File: config.mk
export PLATFORM = sky130hd
export DESIGN_NAME = sfm_signal_fault_monitor
export DESIGN_NICKNAME = d
export VERILOG_FILES = /design/src/sfm_input_filter.sv /design/src/sfm_signal_fault_monitor.sv
export SDC_FILE = /design/constraint.sdc
export NUM_CORES = 2
export LEC_CHECK = 0
export BUFFER_PORTS_ARGS = -buffer_cell sky130_fd_sc_hd__buf_2
export CAP_MARGIN = 20
export CORE_UTILIZATION = 35
export CTS_BUF_LIST = sky130_fd_sc_hd__clkbuf_8
export DETAILED_ROUTE_END_ITERATION = 7
export PLACE_DENSITY = 0.54
export SKIP_LAST_GASP = 1
export SYNTH_ARGS = -nofsm -noshare
export SYNTH_HDL_FRONTEND = slang
export SYNTH_SLANG_ARGS = --single-unit
File: constraint.sdc
create_clock -name core_clk -period 8.3 [get_ports core_clk]
set_input_delay 1.245 -clock core_clk [delete_from_list [all_inputs] [get_ports core_clk]]
set_output_delay 1.245 -clock core_clk [all_outputs]
set_load 0.01 [all_outputs]
File: src/sfm_input_filter.sv
/*
  Shared constants of the signal fault monitor, and the input conditioner
  that brings every pin-level input into the core_clk domain.
  Assumes all inputs may change at any time relative to core_clk.
*/
package sfm_pkg;
  // clock and time base
  localparam int unsigned CLK_HZ          = 125_000_000;
  localparam int unsigned TICK_MS         = 1;
  localparam int unsigned TICK_CYCLES_DEF = CLK_HZ / 1000 * TICK_MS;

  // channel geometry
  localparam int NCH   = 16;
  localparam int CFG_W = 32;
  localparam int IN_W  = 3 * NCH + 1 + 1 + NCH + 1 + 3 + 1 + 1 + CFG_W + 1 + 1 + 1 + 1;

  // positions inside the conditioned input vector
  localparam int POS_GRN    = 0;
  localparam int POS_YEL    = 16;
  localparam int POS_RED    = 32;
  localparam int POS_REDEN  = 48;
  localparam int POS_INHIB  = 49;
  localparam int POS_CHSW   = 50;
  localparam int POS_GYEN   = 66;
  localparam int POS_YSEL   = 67;
  localparam int POS_RPDIS  = 70;
  localparam int POS_CFGEN  = 71;
  localparam int POS_CFG    = 72;
  localparam int POS_CARD   = 104;
  localparam int POS_BTN    = 105;
  localparam int POS_EXTRST = 106;
  localparam int POS_ACGOOD = 107;

  // timing figures in milliseconds, converted to 1 ms ticks
  localparam int unsigned DUAL_MIN_MS   = 250;
  localparam int unsigned DUAL_MAX_MS   = 500;
  localparam logic [12:0] DUAL_TRIP     = 13'((DUAL_MIN_MS + DUAL_MAX_MS) / 2 / TICK_MS);
  localparam int unsigned YEL_BASE_MS   = 2700;
  localparam int unsigned YEL_STEP_MS   = 200;
  localparam logic [12:0] YEL_BASE      = 13'(YEL_BASE_MS / TICK_MS);
  localparam logic [12:0] YEL_STEP      = 13'(YEL_STEP_MS / TICK_MS);
  localparam int unsigned CFG_HOLD_MS   = 5000;
  localparam logic [12:0] CFG_HOLD      = 13'(CFG_HOLD_MS / TICK_MS);
  localparam int unsigned CFG_PERIOD_MS = 1000;
  localparam logic [12:0] CFG_PERIOD    = 13'(CFG_PERIOD_MS / TICK_MS);
  localparam int unsigned EXIT_LEAD_MS  = 250;
  localparam logic [12:0] EXIT_LEAD     = 13'(EXIT_LEAD_MS / TICK_MS);
  localparam int unsigned FLT_SHOW_MS   = 2000;
  localparam int unsigned FLD_SHOW_MS   = 6000;
  localparam logic [12:0] FLT_SHOW      = 13'(FLT_SHOW_MS / TICK_MS);
  localparam logic [12:0] DISP_CYCLE    = 13'((FLT_SHOW_MS + FLD_SHOW_MS) / TICK_MS);
  localparam int unsigned FLASH_HALF_MS = 125;
  localparam logic [12:0] FLASH_HALF    = 13'(FLASH_HALF_MS / TICK_MS);
  localparam int unsigned RP_WINDOW_MS  = 2000;
  localparam logic [12:0] RP_WINDOW     = 13'(RP_WINDOW_MS / TICK_MS);
  localparam logic [2:0]  RP_PULSES     = 3'h3;
  localparam logic [1:0]  HIST_LAST     = 2'h2;
  localparam logic [3:0]  BLINK_LAST    = 4'hf;

  // relay and stop-time sequencing
  typedef enum logic [2:0] {
    SFM_FLASH = 3'b001,
    SFM_EXIT  = 3'b010,
    SFM_RUN   = 3'b100
  } sfm_relay_t;

  // sequence tracking per channel
  typedef enum logic [2:0] {
    SFM_SEQ_IDLE  = 3'b001,
    SFM_SEQ_GREEN = 3'b010,
    SFM_SEQ_YEL   = 3'b100
  } sfm_seq_t;
endpackage

`timescale 1ns/1ps

module sfm_input_filter
  import sfm_pkg::*;
(
  // clock and reset
  input  wire logic            core_clk,
  input  wire logic            reset_n,
  // raw and conditioned inputs
  input  wire logic [IN_W-1:0] rawIn,
  output logic      [IN_W-1:0] cleanOut
);
  logic [IN_W-1:0] stage1_r;
  logic [IN_W-1:0] stage2_r;
  logic [IN_W-1:0] stage3_r;

  // three-flop chain; the first flop is only read by the second
  always_ff @(posedge core_clk or negedge reset_n)
  begin
    if (!reset_n)
    begin
      stage1_r <= '0;
      stage2_r <= '0;
      stage3_r <= '0;
    end
    else
    begin
      stage1_r <= rawIn;
      stage2_r <= stage1_r;
      stage3_r <= stage2_r;
    end
  end

  // a bit changes only once the second and third stages agree
  always_ff @(posedge core_clk or negedge reset_n)
  begin
    if (!reset_n)
      cleanOut <= '0;
    else
      for (int i = 0; i < IN_W; i++)
        if (stage2_r[i] == stage3_r[i])
          cleanOut[i] <= stage3_r[i];
  end
endmodule

File: src/sfm_signal_fault_monitor.sv
/*
  Fault detection, relay sequencing and channel display of a sixteen
  channel signal fault monitor: colour overlap, short yellow, recurrent
  pulse, configuration change, card ajar, exit flash and fault review.
  Assumes field inputs arrive already sensed as logic levels, a single
  125 MHz core_clk, and that history survives line loss while core power
  (reset_n) is held.
*/
`timescale 1ns/1ps

module sfm_signal_fault_monitor
  import sfm_pkg::*;
#(
  parameter int unsigned TICK_CYCLES = TICK_CYCLES_DEF
)
(
  // clock and reset
  core_clk,
  reset_n,
  // sensed field inputs
  greenIn,
  yellowIn,
  redIn,
  // control inputs
  redEnableIn,
  external_inhibit_input,
  acLineGood,
  // circuit board switches
  channel_check_switch,
  green_yellow_overlap_enable,
  yellow_clearance_select,
  recurrentPulseDisable,
  configFaultEnable,
  configSettings,
  // program card and reset commands
  cardSeated,
  resetButton,
  externalResetIn,
  // cabinet outputs
  outputRelay,
  stopTime,
  // indicators
  colour_overlap_fault,
  sequenceFaultLed,
  recurrent_pulse_detect,
  program_card_ajar,
  dispGreen,
  dispYellow,
  dispRed,
  // configuration log
  configLogStrobe,
  configLogWord
);
  input  wire logic             core_clk;
  input  wire logic             reset_n;
  input  wire logic [NCH-1:0]   greenIn;
  input  wire logic [NCH-1:0]   yellowIn;
  input  wire logic [NCH-1:0]   redIn;
  input  wire logic             redEnableIn;
  input  wire logic             external_inhibit_input;
  input  wire logic             acLineGood;
  input  wire logic [NCH-1:0]   channel_check_switch;
  input  wire logic             green_yellow_overlap_enable;
  input  wire logic [2:0]       yellow_clearance_select;
  input  wire logic             recurrentPulseDisable;
  input  wire logic             configFaultEnable;
  input  wire logic [CFG_W-1:0] configSettings;
  input  wire logic             cardSeated;
  input  wire logic             resetButton;
  input  wire logic             externalResetIn;
  output logic                  outputRelay;
  output logic                  stopTime;
  output logic                  colour_overlap_fault;
  output logic                  sequenceFaultLed;
  output logic                  recurrent_pulse_detect;
  output logic                  program_card_ajar;
  output logic      [NCH-1:0]   dispGreen;
  output logic      [NCH-1:0]   dispYellow;
  output logic      [NCH-1:0]   dispRed;
  output logic                  configLogStrobe;
  output logic      [CFG_W-1:0] configLogWord;

  // clearance interval in ticks for a switch setting
  function automatic logic [12:0] yelClear(input logic [2:0] sel);
    yelClear = 13'(YEL_BASE + YEL_STEP * {10'h000, sel});
  endfunction

  // saturating tick counter step
  function automatic logic [12:0] tickUp(input logic [12:0] v, input logic t);
    tickUp = (t && v != 13'h1fff) ? 13'(v + 13'h0001) : v;
  endfunction

  logic [IN_W-1:0]  cleanIn;
  logic [NCH-1:0]   grn, yel, red, chSw;
  logic             redEn, inhibit, gyEn, rpDis, cfgEn, card, acGood;
  logic [2:0]       ySel;
  logic [CFG_W-1:0] cfgNow;
  logic             rstLevel, rstLevel_r, resetCmd;
  logic [31:0]      tickCnt_r;
  logic             tick_r;

  // every pin input passes the conditioner
  sfm_input_filter uFilter (
    .core_clk (core_clk),
    .reset_n  (reset_n),
    .rawIn    ({acLineGood, externalResetIn, resetButton, cardSeated, configSettings,
                configFaultEnable, recurrentPulseDisable, yellow_clearance_select,
                green_yellow_overlap_enable, channel_check_switch, external_inhibit_input,
                redEnableIn, redIn, yellowIn, greenIn}),
    .cleanOut (cleanIn)
  );

  // split the conditioned vector
  assign grn      = cleanIn[POS_GRN +: NCH];
  assign yel      = cleanIn[POS_YEL +: NCH];
  assign red      = cleanIn[POS_RED +: NCH];
  assign redEn    = cleanIn[POS_REDEN];
  assign inhibit  = cleanIn[POS_INHIB];
  assign chSw     = cleanIn[POS_CHSW +: NCH];
  assign gyEn     = cleanIn[POS_GYEN];
  assign ySel     = cleanIn[POS_YSEL +: 3];
  assign rpDis    = cleanIn[POS_RPDIS];
  assign cfgEn    = cleanIn[POS_CFGEN];
  assign cfgNow   = cleanIn[POS_CFG +: CFG_W];
  assign card     = cleanIn[POS_CARD];
  assign acGood   = cleanIn[POS_ACGOOD];
  assign rstLevel = cleanIn[POS_BTN] | cleanIn[POS_EXTRST];
  assign resetCmd = rstLevel & ~rstLevel_r;

  // 1 ms time base and reset command edge
  always_ff @(posedge core_clk or negedge reset_n)
  begin
    if (!reset_n)
    begin
      tickCnt_r  <= 32'h0;
      tick_r     <= 1'b0;
      rstLevel_r <= 1'b0;
    end
    else
    begin
      tick_r     <= (tickCnt_r == TICK_CYCLES - 1);
      tickCnt_r  <= (tickCnt_r == TICK_CYCLES - 1) ? 32'h0 : tickCnt_r + 32'h1;
      rstLevel_r <= rstLevel;
    end
  end

  // overlap condition per channel
  logic [NCH-1:0] dualCond, dualPrev_r, dualOnset;
  logic [12:0]    dualCnt_r [NCH];
  logic [NCH-1:0] overlapCh_r;
  logic [NCH-1:0] rpCh_r;
  logic           rpFault_r;
  logic [2:0]     rpCount_r;
  logic [12:0]    rpWin_r;

  always_comb
  begin
    for (int c = 0; c < NCH; c++)
    begin
      dualCond[c] = (redEn & ~inhibit & chSw[c] &
                     ((grn[c] & yel[c]) | (grn[c] & red[c]) | (yel[c] & red[c])))
                  | (gyEn & ~inhibit & grn[c] & yel[c]);
    end
    dualOnset = dualCond & ~dualPrev_r;
  end

  // persistence timers and latched overlap channels
  always_ff @(posedge core_clk or negedge reset_n)
  begin
    if (!reset_n)
    begin
      dualPrev_r  <= '0;
      overlapCh_r <= '0;
      for (int c = 0; c < NCH; c++)
        dualCnt_r[c] <= 13'h0;
    end
    else
    begin
      dualPrev_r <= dualCond;
      for (int c = 0; c < NCH; c++)
      begin
        dualCnt_r[c] <= dualCond[c] ? tickUp(dualCnt_r[c], tick_r) : 13'h0;
        if (dualCond[c] && dualCnt_r[c] >= DUAL_TRIP)
          overlapCh_r[c] <= 1'b1;
        else if (rpFault_r && rpCh_r[c] && !resetCmd)
          overlapCh_r[c] <= 1'b1;
        else if (resetCmd)
          overlapCh_r[c] <= 1'b0;
      end
    end
  end

  // recurrent short overlap pulses within a window
  always_ff @(posedge core_clk or negedge reset_n)
  begin
    if (!reset_n)
    begin
      rpCount_r <= 3'h0;
      rpWin_r   <= 13'h0;
      rpFault_r <= 1'b0;
      rpCh_r    <= '0;
    end
    else
    begin
      if (|dualOnset)
      begin
        rpCount_r <= (rpCount_r == 3'h7) ? rpCount_r : rpCount_r + 3'h1;
        rpCh_r    <= rpCh_r | dualOnset;
      end
      else if (rpWin_r >= RP_WINDOW && !rpFault_r)
      begin
        rpCount_r <= 3'h0;
        rpCh_r    <= '0;
      end
      else if (resetCmd && rpCount_r >= RP_PULSES)
      begin
        rpCount_r <= 3'h0;
        rpCh_r    <= '0;
      end
      if (|dualOnset || rpWin_r >= RP_WINDOW)
        rpWin_r <= 13'h0;
      else
        rpWin_r <= tickUp(rpWin_r, tick_r);
      if (!rpDis && !rpFault_r && rpCount_r >= RP_PULSES)
        rpFault_r <= 1'b1;
      else if (resetCmd)
        rpFault_r <= 1'b0;
    end
  end

  // green to yellow to red sequence tracking
  sfm_seq_t       seqState_r [NCH];
  logic [12:0]    yelCnt_r   [NCH];
  logic [NCH-1:0] seqCh_r;
  logic [12:0]    clearTicks;

  assign clearTicks = yelClear(ySel);

  always_ff @(posedge core_clk or negedge reset_n)
  begin
    if (!reset_n)
    begin
      seqCh_r <= '0;
      for (int c = 0; c < NCH; c++)
      begin
        seqState_r[c] <= SFM_SEQ_IDLE;
        yelCnt_r[c]   <= 13'h0;
      end
    end
    else
    begin
      for (int c = 0; c < NCH; c++)
      begin
        if (!(redEn && !inhibit && chSw[c]))
          seqState_r[c] <= SFM_SEQ_IDLE;
        else
        begin
          unique case (seqState_r[c])
            SFM_SEQ_IDLE:
              if (grn[c] && !yel[c] && !red[c])
                seqState_r[c] <= SFM_SEQ_GREEN;
            SFM_SEQ_GREEN:
              if (yel[c] && !grn[c])
              begin
                seqState_r[c] <= SFM_SEQ_YEL;
                yelCnt_r[c]   <= 13'h0;
              end
              else if (red[c] && !grn[c])
                seqState_r[c] <= SFM_SEQ_IDLE;
            SFM_SEQ_YEL:
            begin
              yelCnt_r[c] <= tickUp(yelCnt_r[c], tick_r);
              if (!yel[c])
                seqState_r[c] <= grn[c] ? SFM_SEQ_GREEN : SFM_SEQ_IDLE;
            end
            default:
              seqState_r[c] <= SFM_SEQ_IDLE;
          endcase
        end
        // absent yellow, or red reached before the clearance ran out
        if (redEn && !inhibit && chSw[c] && red[c] && !yel[c] && !grn[c] &&
            ((seqState_r[c] == SFM_SEQ_GREEN) ||
             (seqState_r[c] == SFM_SEQ_YEL && yelCnt_r[c] < clearTicks)))
          seqCh_r[c] <= 1'b1;
        else if (resetCmd)
          seqCh_r[c] <= 1'b0;
      end
    end
  end

  // configuration compare, log and optional fault
  logic [CFG_W-1:0] storedCfg_r;
  logic             primed_r;
  logic [12:0]      cfgPeriod_r;
  logic [12:0]      holdCnt_r;
  logic             cfgFault_r;
  logic             cfgCheck, holdDone;

  assign cfgCheck = !primed_r || resetCmd || (cfgPeriod_r >= CFG_PERIOD);
  assign holdDone = cfgFault_r && cleanIn[POS_BTN] && holdCnt_r >= CFG_HOLD;

  always_ff @(posedge core_clk or negedge reset_n)
  begin
    if (!reset_n)
    begin
      storedCfg_r     <= '0;
      primed_r        <= 1'b0;
      cfgPeriod_r     <= 13'h0;
      holdCnt_r       <= 13'h0;
      cfgFault_r      <= 1'b0;
      configLogStrobe <= 1'b0;
      configLogWord   <= '0;
    end
    else
    begin
      primed_r        <= 1'b1;
      configLogStrobe <= 1'b0;
      cfgPeriod_r     <= (cfgPeriod_r >= CFG_PERIOD) ? 13'h0 : tickUp(cfgPeriod_r, tick_r);
      holdCnt_r       <= cleanIn[POS_BTN] ? tickUp(holdCnt_r, tick_r) : 13'h0;
      if (holdDone)
      begin
        cfgFault_r      <= 1'b0;
        storedCfg_r     <= cfgNow;
        configLogStrobe <= 1'b1;
        configLogWord   <= cfgNow;
      end
      else if (cfgCheck && cfgNow != storedCfg_r && !cfgFault_r)
      begin
        configLogStrobe <= 1'b1;
        configLogWord   <= cfgNow;
        if (cfgEn)
          cfgFault_r <= 1'b1;
        else
          storedCfg_r <= cfgNow;
      end
    end
  end

  // card ajar latch and review index
  logic       pcaFault_r;
  logic [1:0] reviewIdx_r;

  always_ff @(posedge core_clk or negedge reset_n)
  begin
    if (!reset_n)
    begin
      pcaFault_r  <= 1'b0;
      reviewIdx_r <= 2'h0;
    end
    else
    begin
      if (!card)
        pcaFault_r <= 1'b1;
      else if (resetCmd)
        pcaFault_r <= 1'b0;
      if (card)
        reviewIdx_r <= 2'h0;
      else if (resetCmd)
        reviewIdx_r <= (reviewIdx_r == HIST_LAST) ? 2'h0 : reviewIdx_r + 2'h1;
    end
  end

  // history of fault channels and field state; cleared only by core power
  logic [NCH-1:0]   tripCh, tripPrevCh_r;
  logic             tripped;
  logic [NCH-1:0]   histFlt_r [3];
  logic [3*NCH-1:0] histFld_r [3];

  assign tripCh  = overlapCh_r | seqCh_r;
  assign tripped = |tripCh | rpFault_r;

  always_ff @(posedge core_clk or negedge reset_n)
  begin
    if (!reset_n)
    begin
      tripPrevCh_r <= '0;
      for (int i = 0; i < 3; i++)
      begin
        histFlt_r[i] <= '0;
        histFld_r[i] <= '0;
      end
    end
    else
    begin
      tripPrevCh_r <= tripCh;
      if (tripCh != tripPrevCh_r && (tripCh & ~tripPrevCh_r) != '0)
      begin
        if (tripPrevCh_r == '0)
        begin
          histFlt_r[2] <= histFlt_r[1];
          histFld_r[2] <= histFld_r[1];
          histFlt_r[1] <= histFlt_r[0];
          histFld_r[1] <= histFld_r[0];
          histFld_r[0] <= {red, yel, grn};
        end
        histFlt_r[0] <= tripCh;
      end
    end
  end

  // display timing, 4 Hz flash and card indicator blink phase
  logic [12:0] dispCnt_r;
  logic [12:0] flashCnt_r;
  logic        flash4_r;
  logic [3:0]  blinkPhase_r;

  always_ff @(posedge core_clk or negedge reset_n)
  begin
    if (!reset_n)
    begin
      dispCnt_r    <= 13'h0;
      flashCnt_r   <= 13'h0;
      flash4_r     <= 1'b0;
      blinkPhase_r <= 4'h0;
    end
    else
    begin
      if (!(tripped || !card))
        dispCnt_r <= 13'h0;
      else if (tick_r)
        dispCnt_r <= (dispCnt_r >= DISP_CYCLE - 13'h1) ? 13'h0 : dispCnt_r + 13'h1;
      if (tick_r && flashCnt_r >= FLASH_HALF - 13'h1)
      begin
        flashCnt_r   <= 13'h0;
        flash4_r     <= ~flash4_r;
        blinkPhase_r <= (blinkPhase_r == BLINK_LAST) ? 4'h0 : blinkPhase_r + 4'h1;
      end
      else
        flashCnt_r <= tickUp(flashCnt_r, tick_r);
    end
  end

  // channel indicators and fault indicators
  logic [NCH-1:0]   selFlt;
  logic [3*NCH-1:0] selFld;

  assign selFlt = card ? tripCh : histFlt_r[reviewIdx_r];
  assign selFld = card ? histFld_r[0] : histFld_r[reviewIdx_r];

  always_ff @(posedge core_clk or negedge reset_n)
  begin
    if (!reset_n)
    begin
      dispGreen              <= '0;
      dispYellow             <= '0;
      dispRed                <= '0;
      colour_overlap_fault   <= 1'b0;
      sequenceFaultLed       <= 1'b0;
      recurrent_pulse_detect <= 1'b0;
      program_card_ajar      <= 1'b0;
    end
    else
    begin
      if (tripped || !card)
      begin
        if (dispCnt_r < FLT_SHOW)
        begin
          dispGreen  <= flash4_r ? selFlt : '0;
          dispYellow <= flash4_r ? selFlt : '0;
          dispRed    <= flash4_r ? selFlt : '0;
        end
        else
        begin
          dispGreen  <= selFld[POS_GRN +: NCH];
          dispYellow <= selFld[POS_YEL +: NCH];
          dispRed    <= selFld[POS_RED +: NCH];
        end
      end
      else
      begin
        dispGreen  <= grn;
        dispYellow <= yel;
        dispRed    <= red;
      end
      colour_overlap_fault   <= |overlapCh_r;
      sequenceFaultLed       <= |seqCh_r;
      recurrent_pulse_detect <= rpFault_r;
      if (!card)
        program_card_ajar <= !blinkPhase_r[0] &&
                             blinkPhase_r < {1'b0, reviewIdx_r, 1'b0} + 4'h2;
      else if (pcaFault_r)
        program_card_ajar <= 1'b1;
      else
        program_card_ajar <= cfgFault_r & flash4_r;
    end
  end

  // relay and stop-time sequencing
  sfm_relay_t  relayState_r;
  logic [12:0] exitCnt_r;
  logic        flashNeed;

  assign flashNeed = tripped | pcaFault_r | cfgFault_r | ~acGood;

  always_ff @(posedge core_clk or negedge reset_n)
  begin
    if (!reset_n)
    begin
      relayState_r <= SFM_FLASH;
      exitCnt_r    <= 13'h0;
      outputRelay  <= 1'b0;
      stopTime     <= 1'b1;
    end
    else
    begin
      unique case (relayState_r)
        SFM_FLASH:
        begin
          outputRelay <= 1'b0;
          stopTime    <= 1'b1;
          exitCnt_r   <= 13'h0;
          if (!flashNeed)
          begin
            relayState_r <= SFM_EXIT;
            stopTime     <= 1'b0;
          end
        end
        SFM_EXIT:
        begin
          exitCnt_r <= tickUp(exitCnt_r, tick_r);
          if (flashNeed)
          begin
            relayState_r <= SFM_FLASH;
            stopTime     <= 1'b1;
          end
          else if (exitCnt_r >= EXIT_LEAD)
          begin
            relayState_r <= SFM_RUN;
            outputRelay  <= 1'b1;
          end
        end
        SFM_RUN:
          if (flashNeed)
          begin
            relayState_r <= SFM_FLASH;
            outputRelay  <= 1'b0;
            stopTime     <= 1'b1;
          end
        default:
          relayState_r <= SFM_FLASH;
      endcase
    end
  end
endmodule

==> results.toml <==
[outcome]
outcome = "finished clean"

[worst_setup_path]
worst_path_most_repeated_cell = "buf_4"
path_max_fanout = 69
max_stage_delay_ps = 840
timing.rr.end = "histFld_r[116]$_DFFE_PN0P_"
cp_slowest_cell = "buf_4"
cp-end-kind = "register"
r2r_start = "seqCh_r[6]$_DFFE_PN0P_"
crit_required_ps = 9170
worstSetupPathType = "register to register"
path_buf_inv = 3
r2r_slack_ps = 4390
critPathLaunchType = "register"
cp.arrival_ps = 4780
rr_worst_depth = 9
crit_chain = "nor2_1 > inv_1 > ha_1 > nand4_1 > nor4_1 > nor3_2 > buf_4 > buf_4 > mux2_2"
critPathTopFamily = "buffers and inverters"

[timing]
timing.hold.ws_ps = 161.1
worstMarginPinSlew_ps = 1168
fin_crit_ps = 3911
finalSetupTns_ps = 0
max-slew-margin-rel = 0.2168
rsz0062_at_grt = "false"
slew_viol_final = 0
finalSetupViolations = 0
clock_skew_ps = 91.69
fmax_ghz = 0.2557
period_share = 0.4712
hold_violations = 0

[drt]
dr_total_vias = 45860
drt_wl_total_um = 169100
post_drt_wl_per_cell_um = 19.13
dr.first_iter.drc_count = 3197
drt-pass1-iter-count = 6
via_per_inst = 5.188
drc = 0
postRouteAntennaNets = 0

[placement]
gp_congestion = 0.8570
dp.cells = 8390
io_buffers = 196
placed_cell_area_mm2 = 0.06838
detailed_place_hpwl_um = 112600

[final_layout]
mostFrequentLayoutCells = "dfrtp_1, nor2_1, nand2_1"
nets = 6506
layout_commonest_cell = "dfrtp_1"
n_fill_cell = 17685
area_delta_synth_final_pct = 14.38
layout.cells.non_filler = 8840
multi_input_comb_area_mm2 = 0.02754
drive_gt1_frac = 0.1585
design_area_mm2 = 0.07370
regArea_mm2 = 0.03546

[clock_tree]
htree_levels = 4
cts-root-buf = "clkbuf_8"
ctsResizeCount = 0
postCtsHoldBufs = 0
path_clk_slew_ps = 60
clock_path_buffers = 3
cts_sinks = 1416
clk_latency_ps = 1050
cts_tree = "done"
cts_setup_buffers = 0
cts_buffers = 241

[floorplanning]
fp.dieW_um = 431.1
rows = 157
fp.dieArea_mm2 = 0.1858
ios = 197
die_y_um = 431.1
core_area_mm2 = 0.1829
start_util = 0.3523

[power]
powerDensity_mw_per_mm2 = 228.5
leakagePower_nw = 32.56
peakVddDrop_mv = 0.1381

[global_routing]
grt_pass1_wl_um = 267800
grt_pass1_vias = 45755
grt_max_degree = 174
antenna_found_initial = 5
grt_usage = 0.1832
grt-ovfl-total = 0

[logic_synthesis]
yosysSeqAreaShare = 0.5503
synth_cells = 5896
synthArstFlopShare = 1.000
synth_area_mm2 = 0.06443
synth_edf_count = 0
synth_cell_types = 92
yosys_register_bits = 1416
ys.flop_type = "dfrtp_1"
avgSynthCellArea_um2 = 10.93
yosysWarnings = 0

[hold_path]
hold_path.class = "input port to async pin"

[flow_run]
drv_cap = 0
-- cells by family (layout without fill, tap and decap cells) --
| kind of cell | after synthesis | after routing | synth area share |
|---|---|---|---|
| AND/OR/NAND/NOR | 1963 | 1963 | 0.1490 |
| flip-flops | 1416 | 1416 | 0.5503 |
| AO/OA/AOI/OAI | 1080 | 1080 | 0.1117 |
| buffers and inverters | 418 | 889 | 0.02480 |
| XOR/XNOR | 390 | 390 | 0.05301 |
| adder cells (fa/ha/maj) | 338 | 338 | 0.06100 |
| multiplexers | 289 | 289 | 0.05000 |
| other | 2 | 11 | 0.0001166 |
-- cell type report --
class,count,area share
clock buffer,310,0.05789
multi-input combinational,4066,0.3737
timing repair buffer,282,0.02319
antenna,5,0.0001698
clock inverter,126,0.01329
inverter,171,0.008709
sequential,1416,0.4812
tap,2464,0.04183
-- where the power goes --
part           leakage [nW]  internal, W  switching (W)
Clock                  2.99      0.00366        0.00304
Sequential             18.3      0.00758       0.000568
Combinational          11.3     0.000833        0.00116
-- routing by layer --
| metal | global-route usage | share of wire | up-vias |
|---|---|---|---|
| li1 | - | - | 21663 |
| met1 | 0.2446 | 0.45 | 22886 |
| met2 | 0.2938 | 0.47 | 1015 |
| met3 | 0.02992 | 0.042 | 296 |
| met4 | 0.07847 | 0.038 | 0 |
| met5 | 0 | 0 | - |
-- cell usage after synthesis (46+ instances only) --
cell type / instances / area [um2]
o211ai_1: 57 / 427.9
inv_1: 166 / 623.1
nand3_1: 192 / 960.9
a211oi_1: 68 / 510.5
o21ai_0: 226 / 1131
nor2_1: 672 / 2522
and3_1: 65 / 406.6
nor3_1: 85 / 425.4
dfrtp_1: 1398 / 34980
clkbuf_1: 216 / 810.8
nand4_1: 122 / 763.2
or3_1: 46 / 287.8
nand2_1: 395 / 1483
a31oi_1: 73 / 456.7
xor2_1: 188 / 1647
nand2b_1: 65 / 406.6
nor4_1: 63 / 394.1
a21oi_1: 242 / 1211
a21o_1: 52 / 390.4
mux2_2: 263 / 2962
ha_1: 218 / 2728
maj3_1: 119 / 1191
xnor2_1: 202 / 1769
and2_1: 46 / 287.8
a22oi_1: 56 / 420.4
-- state kept, by name, indices dropped and copies added, names as in the netlist, 16 cells and up --
name,count
dualCnt_r,208
yelCnt_r,208
histFld_r,144
uFilter.cleanOut,108
uFilter.stage1_r,108
uFilter.stage2_r,108
uFilter.stage3_r,108
histFlt_r,48
seqState_r,48
configLogWord,32
storedCfg_r,32
tickCnt_r,32
dispGreen,16
dispRed,16
dispYellow,16
dualPrev_r,16
overlapCh_r,16
rpCh_r,16
seqCh_r,16
tripPrevCh_r,16
-- how the worst max path moves through the flow --
stage                                startpoint  slack, ps                          to  depth (start not counted)
2_1_floorplan  uFilter.cleanOut[67]$_DFFE_PN0N_       4610     seqCh_r[10]$_DFFE_PN0P_                         12
3_3_place_gp             seqCh_r[6]$_DFFE_PN0P_       4470  histFld_r[112]$_DFFE_PN0P_                          9
3_5_place_dp             seqCh_r[6]$_DFFE_PN0P_       4390   histFld_r[85]$_DFFE_PN0P_                          9
4_1_cts                  seqCh_r[6]$_DFFE_PN0P_       4370  histFld_r[116]$_DFFE_PN0P_                          9
5_1_grt                 seqCh_r[12]$_DFFE_PN0P_       4190   histFld_r[20]$_DFFE_PN0P_                          9
6_report                 seqCh_r[6]$_DFFE_PN0P_       4390  histFld_r[116]$_DFFE_PN0P_                          9
-- metrics by stage --
step                total power (W)  setup WS [ps]  utilization
detailed placement          0.01027           4385       0.3739
CTS                         0.01713           4367       0.4026
global route                0.01772           4185       0.4030
finish                      0.01684           4389       0.4030
floorplan                  0.009310           4611            -
global placement            0.01021           4470       0.3739
-- worst register-to-register path, delay by kind of cell (launching register included) --
kind | cells | cell delay [ps]
buf+inv | 3 | 1780
simple gates | 4 | 800
mux | 1 | 470
flops | 1 | 440
fa+ha+maj | 1 | 300
Note: power is estimated with default switching activity, not from simulation.
